**src/hw/tecc_pkg.sv**
```systemverilog
// Shared constants and types for the time elapsed capture counter
package tecc_pkg;

    // ------------------------------------------------------------
    // Counter geometry and clock division
    // ------------------------------------------------------------
    localparam int TECC_COUNT_WIDTH = 40;
    localparam int TECC_DIV_ACOUSTIC = 8;
    localparam int TECC_DIV_LC = 20;
    localparam int TECC_PRESCALE_WIDTH = 5;
    localparam int TECC_BYTE_COUNT = 5;

    // ------------------------------------------------------------
    // Control field encodings
    // ------------------------------------------------------------
    localparam logic TECC_SRC_ACOUSTIC = 1'b0;
    localparam logic TECC_SRC_LC = 1'b1;
    localparam logic TECC_TRIG_CHIP_SELECT = 1'b0;
    localparam logic TECC_TRIG_PIN = 1'b1;
    localparam logic [7:0] TECC_PIN_FUNC_CAPTURE = 8'h27;
    localparam logic TECC_POL_ACTIVE_HIGH = 1'b0;

    // ------------------------------------------------------------
    // Reset values
    // ------------------------------------------------------------
    localparam logic [TECC_COUNT_WIDTH-1:0] TECC_COUNT_RESET = 40'h00_0000_0000;
    localparam logic TECC_CS_IDLE_LEVEL = 1'b1;
    localparam logic TECC_PIN_IDLE_LEVEL = 1'b0;

    // ------------------------------------------------------------
    // Timing seen by the trigger source (kept for reference by tests)
    // ------------------------------------------------------------
    localparam int TECC_CLK_PERIOD_NS = 50;
    localparam int TECC_REARM_GAP_NS = 1000;
    localparam int TECC_REARM_GAP_CYCLES = (TECC_REARM_GAP_NS + TECC_CLK_PERIOD_NS - 1) / TECC_CLK_PERIOD_NS;
    localparam int TECC_SYNC_LATENCY_MAX = 5;

    // Arm state of the pin capture path
    typedef enum logic [1:0] {
        TECC_ARM_READY = 2'b01,
        TECC_ARM_HELD = 2'b10
    } tecc_arm_type;

endpackage : tecc_pkg

```
**src/hw/tecc_pin_sync.sv**
```systemverilog
// Three-stage pin synchroniser with agreement filter
`timescale 1ns/1ps
module tecc_pin_sync
    import tecc_pkg::*;
#(
    parameter logic RESET_LEVEL = 1'b0
) (
    input wire logic mclk,
    input wire logic rst_b,
    input wire logic pin_async,
    output logic pin_level
);

    logic stage1;
    logic stage2;
    logic stage3;

    // ------------------------------------------------------------
    // Synchroniser chain
    // ------------------------------------------------------------
    // First stage feeds only the second; metastability stays contained
    always_ff @(posedge mclk or negedge rst_b) begin
        if (!rst_b) begin
            stage1 <= RESET_LEVEL;
            stage2 <= RESET_LEVEL;
            stage3 <= RESET_LEVEL;
        end else begin
            stage1 <= pin_async;
            stage2 <= stage1;
            stage3 <= stage2;
        end
    end

    // A change counts only once stages two and three agree
    always_ff @(posedge mclk or negedge rst_b) begin
        if (!rst_b) begin
            pin_level <= RESET_LEVEL;
        end else if (stage2 == stage3) begin
            pin_level <= stage3;
        end
    end

endmodule : tecc_pin_sync

```
**src/hw/tecc_counter.sv**
```systemverilog
// Elapsed time counter with chip-select and pin triggered capture
`timescale 1ns/1ps
module tecc_counter
    import tecc_pkg::*;
#(
    parameter int COUNT_WIDTH = TECC_COUNT_WIDTH,
    parameter int DIV_ACOUSTIC = TECC_DIV_ACOUSTIC,
    parameter int DIV_LC = TECC_DIV_LC
) (
    input wire logic mclk,
    input wire logic rst_b,
    input wire logic osc_acoustic_tick,
    input wire logic osc_lc_tick,
    input wire logic counter_clock_source_sel,
    input wire logic capture_trigger_source,
    input wire logic counter_enable_bit,
    input wire logic counter_clear_ctrl,
    input wire logic [7:0] pin_function_select,
    input wire logic pin_polarity_setting,
    input wire logic serial_chip_select_pin,
    input wire logic trigger_pin,
    input wire logic msb_read_pulse,
    input wire logic lsb_read_pulse,
    input wire logic [2:0] count_byte_sel,
    output logic [COUNT_WIDTH-1:0] captured_count_field,
    output logic [7:0] count_byte,
    output logic validation_osc_sel,
    output logic validation_osc_changed,
    output logic capture_blocked
);

    // ------------------------------------------------------------
    // Elaboration checks
    // ------------------------------------------------------------
    generate
        if (COUNT_WIDTH != TECC_BYTE_COUNT * 8) begin : g_bad_width
            $error("count width must fill exactly five bytes");
        end
        if (DIV_ACOUSTIC < 2 || DIV_LC < 2 || DIV_ACOUSTIC > 32 || DIV_LC > 32) begin : g_bad_div
            $error("divider ratios must lie between 2 and 32");
        end
    endgenerate

    localparam logic [TECC_PRESCALE_WIDTH-1:0] LAST_ACOUSTIC = TECC_PRESCALE_WIDTH'(DIV_ACOUSTIC - 1);
    localparam logic [TECC_PRESCALE_WIDTH-1:0] LAST_LC = TECC_PRESCALE_WIDTH'(DIV_LC - 1);
    localparam logic [COUNT_WIDTH-1:0] COUNT_MAX = {COUNT_WIDTH{1'b1}};

    logic [COUNT_WIDTH-1:0] elapsed_time_counter;
    logic [TECC_PRESCALE_WIDTH-1:0] prescale;
    logic [TECC_PRESCALE_WIDTH-1:0] prescale_last;
    logic src_tick;
    logic advance;
    logic count_run;
    logic source_prev;
    logic cs_level;
    logic cs_level_prev;
    logic pin_level;
    logic pin_level_prev;
    logic cs_fall;
    logic pin_edge;
    logic pin_is_trigger;
    logic cs_blocked;
    logic cs_capture;
    logic pin_capture;
    tecc_arm_type arm_state;
    tecc_arm_type next_arm_state;

    // ------------------------------------------------------------
    // Counter clock selection and division
    // ------------------------------------------------------------
    // Source select picks the oscillator tick and its divide ratio
    assign src_tick = (counter_clock_source_sel == TECC_SRC_LC) ? osc_lc_tick : osc_acoustic_tick;
    assign prescale_last = (counter_clock_source_sel == TECC_SRC_LC) ? LAST_LC : LAST_ACOUSTIC;
    assign count_run = counter_enable_bit && (counter_clear_ctrl == 1'b0);
    assign advance = count_run && src_tick && (prescale == prescale_last);

    // Prescaler restarts on a source change so the first period is whole
    always_ff @(posedge mclk or negedge rst_b) begin
        if (!rst_b) begin
            prescale <= '0;
        end else if (!count_run || (source_prev != counter_clock_source_sel)) begin
            prescale <= '0;
        end else if (src_tick) begin
            prescale <= (prescale == prescale_last) ? '0 : prescale + 1'b1;
        end
    end

    // ------------------------------------------------------------
    // Free-running elapsed time counter
    // ------------------------------------------------------------
    // Held at zero while disabled, so enabling starts from zero
    always_ff @(posedge mclk or negedge rst_b) begin
        if (!rst_b) begin
            elapsed_time_counter <= TECC_COUNT_RESET;
        end else if (!count_run) begin
            elapsed_time_counter <= TECC_COUNT_RESET;
        end else if (advance) begin
            elapsed_time_counter <= elapsed_time_counter + 1'b1;
        end
    end

    // ------------------------------------------------------------
    // Reference validation oscillator select
    // ------------------------------------------------------------
    // The change pulse lets validation logic requalify its references
    always_ff @(posedge mclk or negedge rst_b) begin
        if (!rst_b) begin
            source_prev <= TECC_SRC_ACOUSTIC;
            validation_osc_sel <= TECC_SRC_ACOUSTIC;
            validation_osc_changed <= 1'b0;
        end else begin
            source_prev <= counter_clock_source_sel;
            validation_osc_sel <= counter_clock_source_sel;
            validation_osc_changed <= (source_prev != counter_clock_source_sel);
        end
    end

    // ------------------------------------------------------------
    // Trigger synchronisation and edge detection
    // ------------------------------------------------------------
    tecc_pin_sync #(
        .RESET_LEVEL(TECC_CS_IDLE_LEVEL)
    ) u_cs_sync (
        .mclk(mclk),
        .rst_b(rst_b),
        .pin_async(serial_chip_select_pin),
        .pin_level(cs_level)
    );

    tecc_pin_sync #(
        .RESET_LEVEL(TECC_PIN_IDLE_LEVEL)
    ) u_pin_sync (
        .mclk(mclk),
        .rst_b(rst_b),
        .pin_async(trigger_pin),
        .pin_level(pin_level)
    );

    // Edge history on the filtered levels only
    always_ff @(posedge mclk or negedge rst_b) begin
        if (!rst_b) begin
            cs_level_prev <= TECC_CS_IDLE_LEVEL;
            pin_level_prev <= TECC_PIN_IDLE_LEVEL;
        end else begin
            cs_level_prev <= cs_level;
            pin_level_prev <= pin_level;
        end
    end

    // Polarity 0 takes rising edges, 1 takes falling edges
    assign cs_fall = cs_level_prev && !cs_level;
    assign pin_edge = (pin_polarity_setting == TECC_POL_ACTIVE_HIGH) ?
        (!pin_level_prev && pin_level) : (pin_level_prev && !pin_level);
    assign pin_is_trigger = (pin_function_select == TECC_PIN_FUNC_CAPTURE);

    // ------------------------------------------------------------
    // Capture qualification
    // ------------------------------------------------------------
    assign cs_capture = counter_enable_bit && (capture_trigger_source == TECC_TRIG_CHIP_SELECT)
        && cs_fall && !cs_blocked;
    assign pin_capture = counter_enable_bit && (capture_trigger_source == TECC_TRIG_PIN)
        && pin_is_trigger && pin_edge && (arm_state == TECC_ARM_READY);

    // MSB read blocks chip-select capture; LSB read re-arms, set wins
    always_ff @(posedge mclk or negedge rst_b) begin
        if (!rst_b) begin
            cs_blocked <= 1'b0;
        end else if (msb_read_pulse) begin
            cs_blocked <= 1'b1;
        end else if (lsb_read_pulse) begin
            cs_blocked <= 1'b0;
        end
    end

    // Pin arm state: an edge in the re-arm cycle is not captured; READY from the next cycle
    always_comb begin
        next_arm_state = arm_state;
        unique case (arm_state)
            TECC_ARM_READY: begin
                if (pin_capture) begin
                    next_arm_state = TECC_ARM_HELD;
                end
            end
            TECC_ARM_HELD: begin
                if (lsb_read_pulse) begin
                    next_arm_state = TECC_ARM_READY;
                end
            end
            default: begin
                next_arm_state = TECC_ARM_READY;
            end
        endcase
    end

    always_ff @(posedge mclk or negedge rst_b) begin
        if (!rst_b) begin
            arm_state <= TECC_ARM_READY;
        end else begin
            arm_state <= next_arm_state;
        end
    end

    assign capture_blocked = (capture_trigger_source == TECC_TRIG_PIN) ? (arm_state == TECC_ARM_HELD) : cs_blocked;

    // ------------------------------------------------------------
    // Capture field and byte readback
    // ------------------------------------------------------------
    // Count and capture share one clock, so the sample is always stable
    always_ff @(posedge mclk or negedge rst_b) begin
        if (!rst_b) begin
            captured_count_field <= TECC_COUNT_RESET;
        end else if (cs_capture || pin_capture) begin
            captured_count_field <= elapsed_time_counter;
        end
    end

    // Byte 0 is the LSB; selections past byte 4 read as zero
    always_ff @(posedge mclk or negedge rst_b) begin
        if (!rst_b) begin
            count_byte <= 8'h00;
        end else if (count_byte_sel < 3'(TECC_BYTE_COUNT)) begin
            count_byte <= captured_count_field[count_byte_sel*8 +: 8];
        end else begin
            count_byte <= 8'h00;
        end
    end
endmodule : tecc_counter

```
**config.mk**
```make
export PLATFORM = sky130hd
export DESIGN_NAME = tecc_counter
export DESIGN_NICKNAME = d
export VERILOG_FILES = /design/src/hw/tecc_pkg.sv /design/src/hw/tecc_pin_sync.sv /design/src/hw/tecc_counter.sv
export SDC_FILE = /design/constraint.sdc
export NUM_CORES = 1
export LEC_CHECK = 0
export ABC_AREA = 1
export BUFFER_PORTS_ARGS = -buffer_cell sky130_fd_sc_hd__buf_2
export CORE_MARGIN = 2
export CORE_UTILIZATION = 45
export CTS_BUF_LIST = sky130_fd_sc_hd__clkbuf_16
export DETAILED_ROUTE_END_ITERATION = 8
export GPL_TIMING_DRIVEN = 0
export PLACE_DENSITY = 0.77
export SLEW_MARGIN = 20
export SYNTH_ARGS = -nofsm -noshare
export SYNTH_HDL_FRONTEND = slang
export SYNTH_SLANG_ARGS = --single-unit
```
**constraint.sdc**
```tcl
create_clock -name mclk -period 1.6 [get_ports mclk]
set_input_delay 0.4 -clock mclk [delete_from_list [all_inputs] [get_ports mclk]]
set_output_delay 0.4 -clock mclk [all_outputs]
set_load 0.01 [all_outputs]
```
==> results of run 1 <==
[registers in the layout, indices dropped and copies added, names as in the netlist, 2 cells and up]
signal / cells
arm_state: 2
captured_count_field: 40
count_byte: 8
elapsed_time_counter: 40
prescale: 5
[report_power, final]
| group | total [mW] | switching [mW] | leakage, nW | internal, mW |
|---|---|---|---|---|
| Sequential | 3.08 | 0.105 | 1.40 | 2.97 |
| Clock | 2.12 | 1.06 | 0.127 | 1.06 |
| Combinational | 0.923 | 0.567 | 1.68 | 0.356 |
[cell families (layout without fill, tap and decap cells)]
family	after synthesis	after routing	synth area share (%)
adders and majority gates	4	4	0.796
and+or+nand+nor	423	424	33.4
DFF	108	108	47.9
buffers and inverters	110	225	8.12
xor gates and xnor gates	3	3	0.465
AOI/OAI and AO/OA	100	100	9.31
[final cells by class]
type | instances | area [sq um]
Buffer | 22 | 180
Clock buffer | 9 | 225
Clock inverter | 7 | 51.3
Fill cell | 1054 | 5040
Inverter | 88 | 330
Multi-Input combinational cell | 531 | 2740
Sequential cell | 108 | 2720
Tap cell | 168 | 210
Timing Repair Buffer | 99 | 667
[routing by layer]
layer,share of wire [%],track usage (%)
met4,4.0,12.8
met5,0,0
met1,41,29.1
met2,48,39.3
met3,6.8,4.10
[Yosys cell counts]
master      n  area share, %
nand3_4     2           0.62
or2_2       1           0.11
o22ai_1     8           0.88
nor2_1     99            6.6
nand3b_1    6           0.80
nand4_1    17            1.9
buf_2       7           0.62
nor2_4      9            1.8
clkinv_1    1          0.066
nor2_8      1           0.35
o31ai_1     1           0.13
ha_1        2           0.44
o21ai_2     1           0.15
buf_6       1           0.20
a31oi_1     2           0.22
inv_1      84            5.6
nand2_4     1           0.20
o21bai_1    3           0.40
nor3b_1     1           0.13
inv_2       3           0.20
and2_1      2           0.22
nor3_1     10           0.88
dfstp_2     6            2.8
a21oi_1    35            3.1
nand2_2     2           0.22
dfrtp_1   102             45
maj3_1      2           0.35
xor2_1      3           0.46
o21ai_0    47            4.2
nand3_1    49            4.3
buf_1       2           0.13
nor2_2      6           0.66
nand3_2     2           0.35
o21ai_1     3           0.27
nand2_1   215             14
buf_4       8            1.1
clkbuf_1    4           0.27
[final timing paths]
check	endpoint	slack [ns]	depth (start not counted)
min in group asynchronous	prescale[2]	0.45	2
hold reg to reg	u_pin_sync.stage2	0.36	0
max in group asynchronous	arm_state[0]	0.47	3
setup reg to reg	elapsed_time_counter[7]	-0.06	7
hold / removal	u_cs_sync.stage1	0.14	1
setup / recovery	elapsed_time_counter[7]	-0.06	7
[what timing repair did]
item                                    CTS  global route
gates cloned                              1             4
endpoints found under the setup margin   72            78
hold buffers                              1             0
hold endpoints to repair                 23             0
resized for setup                        18            93
pin swaps                                 6            27
buffers inserted                         12            10
==> run metrics, run 1 <==
maxcap violations=0; Slew headroom=between 60% and 70%; minimum hold slack=~0.14 ns; Final WS setup=-0.0631 ns; Avg Inst Size Synth=7.56 sq um; status=complete, but fails checks; unrepaired setup endpoints after global routing=yes; critical path's slowest cell=dfrtp_1; core region area=12200 sq um; Area Overhead vs Synth=25.9%; number of global-route vias before repair=just over 5000; Lkg Pwr=between 3 and 4 nW; initial antenna violation count=0; first-pass GRT wire length=roughly 24000 um; Critical Path, Cell by Cell=ha_2 -> inv_2 -> nor2_4 -> nand4_1 -> buf_6 -> nor3b_1 -> nor2_1; largest net degree at the start of global routing=between 80 and 90; CTS H-tree depth=3; dpl cell area=about 6300 sq um; nature of the critical path endpoint=flip-flop; final slew viol count=0; Root Buffer=clkbuf_16; # diodes=0; Worst VDD drop=about 0.00059 V; most frequent cells in the layout=nand2_1, dfrtp_1, nor2_1, inv_1, buf_2; synth unique cells=37; CTS tree=yes; Mapped Area=~5700 sq um; drt total wl=15500 um; worst r2r src=prescale[1]; # port buffers=71; Fin. Hold Viols=0; Placed Instances=around 990; Iter 0 DRT Violations=604; Synth Instances=~750; commonest non-fill, non-tap cell in the layout=nand2_1; antenna viol nets, final=0; Nets=between 800 and 900; CP Launch Point=prescale[1]; final instance area=7120 sq um; Final period util=104%; fraction of layout instances using a drive strength above 1=25.9%; total clock sinks=between 100 and 150; I/O pin count=75; WL per Instance=approximately 15 um; fin cells=approximately 1000; clock-pin slew on the worst setup and hold paths=0.07 ns; First-pass DRT Iterations=5; total power=approximately 6.1 mW; sequential share of the synthesized area=between 40% and 50%; die footprint=13500 sq um; placer congestion estimate=around 0.94; Initial Utilization=approximately 47%; DP HPWL=10700 um; Die X=between 100 and 150 um; DRC Markers=0; Tightest Pin Transition=roughly 0.52 ns; Cell Pwr Density=around 860 nW/um^2; Syn Nets=774; CP Launch Type=flip-flop; via count=5411; Site Rows=40; Chip Height=116 um; grt ovf=0; Synthesis Warnings=0; via/cell ratio=approximately 5.2; Fin Setup TNS=-0.197 ns; CP delay by family, top=simple AND/OR/NAND/NOR gates; Hold WC Path Type=primary input to flip-flop; Crit path required time=between 1.5 and 2 ns; Worst path max stage delay=0.37 ns; failing checks=setup timing; Post-Place Setup Slack=-0.231 ns; Hold Path Origin=serial_chip_select_pin; maximum clock path buffer count=2; f_max=roughly 600 MHz; final core occ=between 50% and 60%; Crit Path Class=flip-flop to flip-flop; Clk Latency, worst-skew pair=0.36 ns; GRT Util Overall=between 20% and 30%; Seq cells post-synth=about 110; Buf+Inv Stages, Crit Path=2; Max FO, Critical Path=10; Num CTS Buffers=9; critical path arrival=about 1.9 ns; Final Setup Violations=6; post-layout min period=approximately 1.7 ns; clock skew=between 0.006 and 0.007 ns
No activity file was read; power rests on OpenSTA's default activity.
==> run 2: changes to the inputs <==
--- a/config.mk
+++ b/config.mk
@@ -12,7 +12,7 @@
 export CTS_BUF_LIST = sky130_fd_sc_hd__clkbuf_16
 export DETAILED_ROUTE_END_ITERATION = 8
 export GPL_TIMING_DRIVEN = 0
-export PLACE_DENSITY = 0.77
+export PLACE_DENSITY = 0.75
 export SLEW_MARGIN = 20
 export SYNTH_ARGS = -nofsm -noshare
 export SYNTH_HDL_FRONTEND = slang
==> constraint.sdc (replaced) <==
create_clock -name mclk -period 1.77 [get_ports mclk]
set_input_delay 0.4425 -clock mclk [delete_from_list [all_inputs] [get_ports mclk]]
set_output_delay 0.4425 -clock mclk [all_outputs]
set_load 0.01 [all_outputs]
==> run 2 against run 1 <==
The flow now finishes without violations. Utilization fell by 3.4 points. Clock skew rose by 0.0021 ns. Design area fell by 5.7%. Final cell count fell by 1.6%. Sequential share of layout area rose by 2.2 points. Largest power group unchanged.
==> run metrics, run 2 (same netlist as run 1, synthesis figures left out) <==
post-layout min period=1.72 ns; CTS H-tree depth=3; minimum hold slack=between 0.15 and 0.2 ns; Lkg Pwr=3.07 nW; via/cell ratio=about 5.1; top routing layer used=met4; met2 wire len=between 6000 and 7000 um; Initial Utilization=a little under half; Site Rows=40; Hold WC Path Type=primary input to flip-flop; Buf+Inv Stages, Crit Path=1; placer congestion estimate=about 0.94; Final period util=between 90% and 100%; Crit Path Class=flip-flop to primary output; Die X=about 120 um; Max FO, Critical Path=2; first-pass GRT wire length=between 20000 and 25000 um; # port buffers=roughly 70; Nets=just under 900; clock skew=0.00852 ns; final slew viol count=0; fraction of layout instances using a drive strength above 1=between 10% and 20%; number of global-route vias before repair=4747; initial antenna violation count=0; critical path's slowest cell=dfstp_2; I/O pin count=75; antenna viol nets, final=0; Worst path max stage delay=about 0.37 ns; maxcap violations=0; Num CTS Buffers=9; met1 wire length=approximately 6500 um; clock-pin slew on the worst setup and hold paths=0.07 ns; Layout fillers=around 1100; commonest non-fill, non-tap cell in the layout=nand2_1; CTS tree=yes; Tightest Pin Transition=approximately 0.5 ns; Clk Latency, worst-skew pair=approximately 0.35 ns; drt total wl=around 15000 um; total clock sinks=108; GRT Util Overall=around 22%; routed wl met3=~830 um; Chip Height=116 um; DP HPWL=10800 um; maximum clock path buffer count=2; nature of the critical path endpoint=primary output; CP Launch Type=flip-flop; DRC Markers=0; Fin. Hold Viols=0; largest net degree at the start of global routing=80; R2R Setup Slk=roughly 0.051 ns; via count=5227; grt ovf=0; most frequent cells in the layout=nand2_1, dfrtp_1, nor2_1, inv_1, buf_2; f_max=582 MHz; # diodes=0; WL per Instance=around 14 um; CP delay by family, top=flip-flops; status=completed; die footprint=roughly 13000 sq um; Cell Pwr Density=about 840 nW/um^2; total power=between 5 and 6 mW; Root Buffer=clkbuf_16; First-pass DRT Iterations=6; Iter 0 DRT Violations=471; critical path arrival=approximately 1.3 ns; Final Setup Violations=0; Area Overhead vs Synth=18.6%; Top Registers=captured_count_field x40, elapsed_time_counter x40, count_byte x8; Crit path required time=1.33 ns; Worst VDD drop=0.000451 V; Slew headroom=between 60 and 70%; Critical Path, Cell by Cell=or2_2 -> a21oi_1 -> buf_2; core region area=~12000 sq um
-- run 2: cell types whose count changed in the layout (fill, tap and decap cells not counted), sizes merged --
cell,change
nand2,-1
bufinv,+1
clkinvlp,-2
clkbuf,-1
buf,-14
inv,+1
-- run 2: final timing paths --
kind	start	to	depth (start not counted)
max	arm_state[0]	capture_blocked	3
min	serial_chip_select_pin	u_cs_sync.stage1	1
max reg2reg	prescale[0]	elapsed_time_counter[27]	9
min reg2reg	u_pin_sync.stage1	u_pin_sync.stage2	0
max in group asynchronous	rst_b	arm_state[0]	3
min in group asynchronous	rst_b	prescale[3]	2
-- run 2: stage by stage --
stage          setup TNS, ns  util (%)  std cells  setup WS, ns  instance area [sq um]
2_1_floorplan              0         -        748         0.257                   5660
3_3_place_gp          -94.66      51.2        987        -0.917                   6220
3_5_place_dp         -0.0295      51.4        988       -0.0255                   6260
4_1_cts                    0      54.1       1005      0.000852                   6580
5_1_grt               -0.342      55.2       1016       -0.0502                   6710
6_report                   0      55.2       1016        0.0507                   6710
-- run 2: power breakdown --
part           total [mW]  switching (mW)  internal, mW
Combinational       0.797           0.500         0.297
Clock                2.07           0.952          1.12
Sequential           2.79           0.102          2.69
-- run 2: routing by layer --
metal | track usage (%) | up-vias
li1 | - | 2586
met1 | 29.1 | 2423
met2 | 37.5 | 180
met3 | 3.22 | 38
met4 | 7.94 | 0
met5 | 0 | -
-- run 2: layout make-up --
type	instances	area, sq um	area share [%]
Sequential cell	108	2710	40.4
Multi-Input combinational cell	530	2540	37.9
Timing Repair Buffer	84	479	7.14
Inverter	88	330	4.92
Clock buffer	9	225	3.36
Tap cell	168	210	3.13
Buffer	22	133	1.98
Clock inverter	7	80.1	1.19
-- run 2: repair_timing --
item,in CTS,in global routing
gates cloned,0,1
pin swaps,0,10
setup endpoints to repair,10,72
endpoints found under the hold margin,29,0
hold buffers,1,0
resized for setup,2,16
setup buffers,0,10
-- run 2: worst reg2reg max path: stages (launching register included) --
cell and delay, ns:
dfrtp_1 0.43, ha_4 0.17, inv_2 0.05, nor2_4 0.13
nand4_1 0.18, buf_4 0.19, nand2_2 0.09, buf_4 0.21
nand4_1 0.12, nand2_1 0.09
==> run 3: changes to the inputs <==
--- a/config.mk
+++ b/config.mk
@@ -8,12 +8,12 @@
 export ABC_AREA = 1
 export BUFFER_PORTS_ARGS = -buffer_cell sky130_fd_sc_hd__buf_2
 export CORE_MARGIN = 2
-export CORE_UTILIZATION = 45
+export CORE_UTILIZATION = 58
 export CTS_BUF_LIST = sky130_fd_sc_hd__clkbuf_16
 export DETAILED_ROUTE_END_ITERATION = 8
 export GPL_TIMING_DRIVEN = 0
-export PLACE_DENSITY = 0.75
-export SLEW_MARGIN = 20
+export PLACE_DENSITY = 0.9
+export SLEW_MARGIN = 15
 export SYNTH_ARGS = -nofsm -noshare
 export SYNTH_HDL_FRONTEND = slang
 export SYNTH_SLANG_ARGS = --single-unit
==> run 3 against run 2 <==
Clock power down 4%. Largest power group unchanged. Power is 0.94% lower. Flip-flop and latch count unchanged. Fmax down 0.62%. Worst hold slack worse by 0.18 ns. Wire length up 2.1%. Combinational power up 2.5%. Design area down 0.99%. Sequential share of layout area up 0.40 points. Critical path depth grew 6.
==> run metrics, run 3 (same netlist as run 1, synthesis figures left out) <==
cts-stage hold buffer count=0; core region area=a little under 10000 sq um; Crit path required time=between 2 and 2.5 ns; placer congestion estimate=slightly below 1; Lkg Pwr=slightly above 3 nW; maxcap violations=0; commonest non-fill, non-tap cell in the layout=nand2_1; Tightest Pin Transition=0.512 ns; dpl cell area=about 6200 sq um; maximum clock path buffer count=2; # port buffers=71; Area Overhead vs Synth=17.5%; critical path arrival=roughly 2.0 ns; f_max=578 MHz; Worst VDD drop=around 0.00054 V; Layout fillers=~740; Fin. Hold Viols=0; GRT Util Overall=28.3%; drt total wl=approximately 15000 um; most frequent cells in the layout=nand2_1, dfrtp_1, nor2_1, inv_1, buf_2; fraction of layout instances using a drive strength above 1=~18%; antenna viol nets, final=0; post-layout min period=1.73 ns; Max FO, Critical Path=5; Cell Pwr Density=approximately 840 nW/um^2; CTS tree=yes; Die X=around 100 um; Iter 0 DRT Violations=approximately 600; Nets=867; via count=around 5500; worst r2r src=elapsed_time_counter[6]; Final Setup Violations=0; Crit Path Class=flip-flop to flip-flop; largest net degree at the start of global routing=67; status=completed; CP Launch Type=flip-flop; initial antenna violation count=0; die footprint=about 11000 sq um; Placed Instances=approximately 950; first-pass GRT wire length=23100 um; Initial Utilization=58.7%; unrepaired setup endpoints after global routing=yes; fin cells=slightly below 1000; WL per Instance=~15 um; Final period util=between 90% and 100%; Clk Latency, worst-skew pair=~0.35 ns; CTS H-tree depth=3; final instance area=6650 sq um; Num CTS Buffers=9; number of global-route vias before repair=4948; First-pass DRT Iterations=6; Top Registers=captured_count_field x40, elapsed_time_counter x40, count_byte x8; nature of the critical path endpoint=flip-flop; DRC Markers=0; via/cell ratio=5.62; total clock sinks=~110; grt ovf=0; # diodes=0; CP Launch Point=elapsed_time_counter[6]; Fin Setup TNS=0 ns; Hold WC Path Type=primary input to async pin; Chip Height=between 100 and 150 um; clock-pin slew on the worst setup and hold paths=0.07 ns; Slew headroom=around two thirds; final slew viol count=0; Root Buffer=clkbuf_16; DP HPWL=10600 um; clock skew=~0.0053 ns; Site Rows=36; I/O pin count=75
==> run 3: repair_timing <==
item	in CTS	in global routing
setup buffers	1	9
setup endpoints to repair	4	75
pin swaps	1	4
endpoints found under the hold margin	0	0
gates resized for setup	2	14
==> run 3: worst max-delay path: stages, from the launching register on <==
cell	delay, ns
dfrtp_1	0.49
nand2_1	0.17
nor2_4	0.21
nand2_4	0.11
nor2_2	0.09
nand2_1	0.11
nor2_1	0.21
nand3_1	0.11
nand2_1	0.08
nor2_1	0.04
==> run 3: cell type report <==
type,count,area [sq um],share of cell area [%]
buffer,22,131,1.98
clock buffer,9,225,3.39
clock inverter,7,66.3,0.998
inverter,88,330,4.97
multi-input combinational,530,2550,38.4
sequential,108,2710,40.8
tap,133,166,2.50
timing repair buffer,82,464,6.99
==> run 3: where the power goes <==
| part | switching [mW] | internal, mW | total, mW |
|---|---|---|---|
| clock | 0.898 | 1.09 | 1.99 |
| sequential | 0.107 | 2.69 | 2.80 |
| combinational | 0.514 | 0.303 | 0.817 |
| total | 1.52 | 4.08 | 5.60 |
==> run 3: path summary, 6_finish.rpt <==
kind / end / slack [ns] / depth (start not counted)
worst max-delay path: elapsed_time_counter[35] / 0.04 / 9
worst min-delay path: count_byte[1] / 0.004 / 1
worst max register to register: elapsed_time_counter[35] / 0.04 / 9
worst min register to register: u_cs_sync.stage2 / 0.36 / 0
max in group asynchronous: u_cs_sync.stage1 / 1.07 / 2
min in group mclk: u_cs_sync.stage1 / 0.19 / 1
==> run 3: layer usage <==
layer / vias to the layer above / part of all wire, % / routed length (um) / global-route usage, %
met5: - / 0 / 0 / 0
met4: 0 / 4.8 / 711 / 15.2
met3: 77 / 9.1 / 1350 / 4.27
met2: 313 / 47 / 6960 / 47.1
met1: 2531 / 39 / 5870 / 35.9
li1: 2584 / - / - / -
==> run 3: metrics by stage <==
stage | worst slack, ns | power (mW) | hold slack [ns] | utilization, %
floorplan | 0.257 | 3.24 | 0.147 | -
global placement | -0.890 | 3.59 | 0.335 | 64.1
detailed placement | -0.0753 | 3.64 | 0.343 | 64.4
CTS | 0.0120 | 5.59 | 0.0217 | 67.6
global route | -0.0234 | 5.84 | 0.0275 | 68.9
finish | 0.0399 | 5.60 | 0.00429 | 68.9
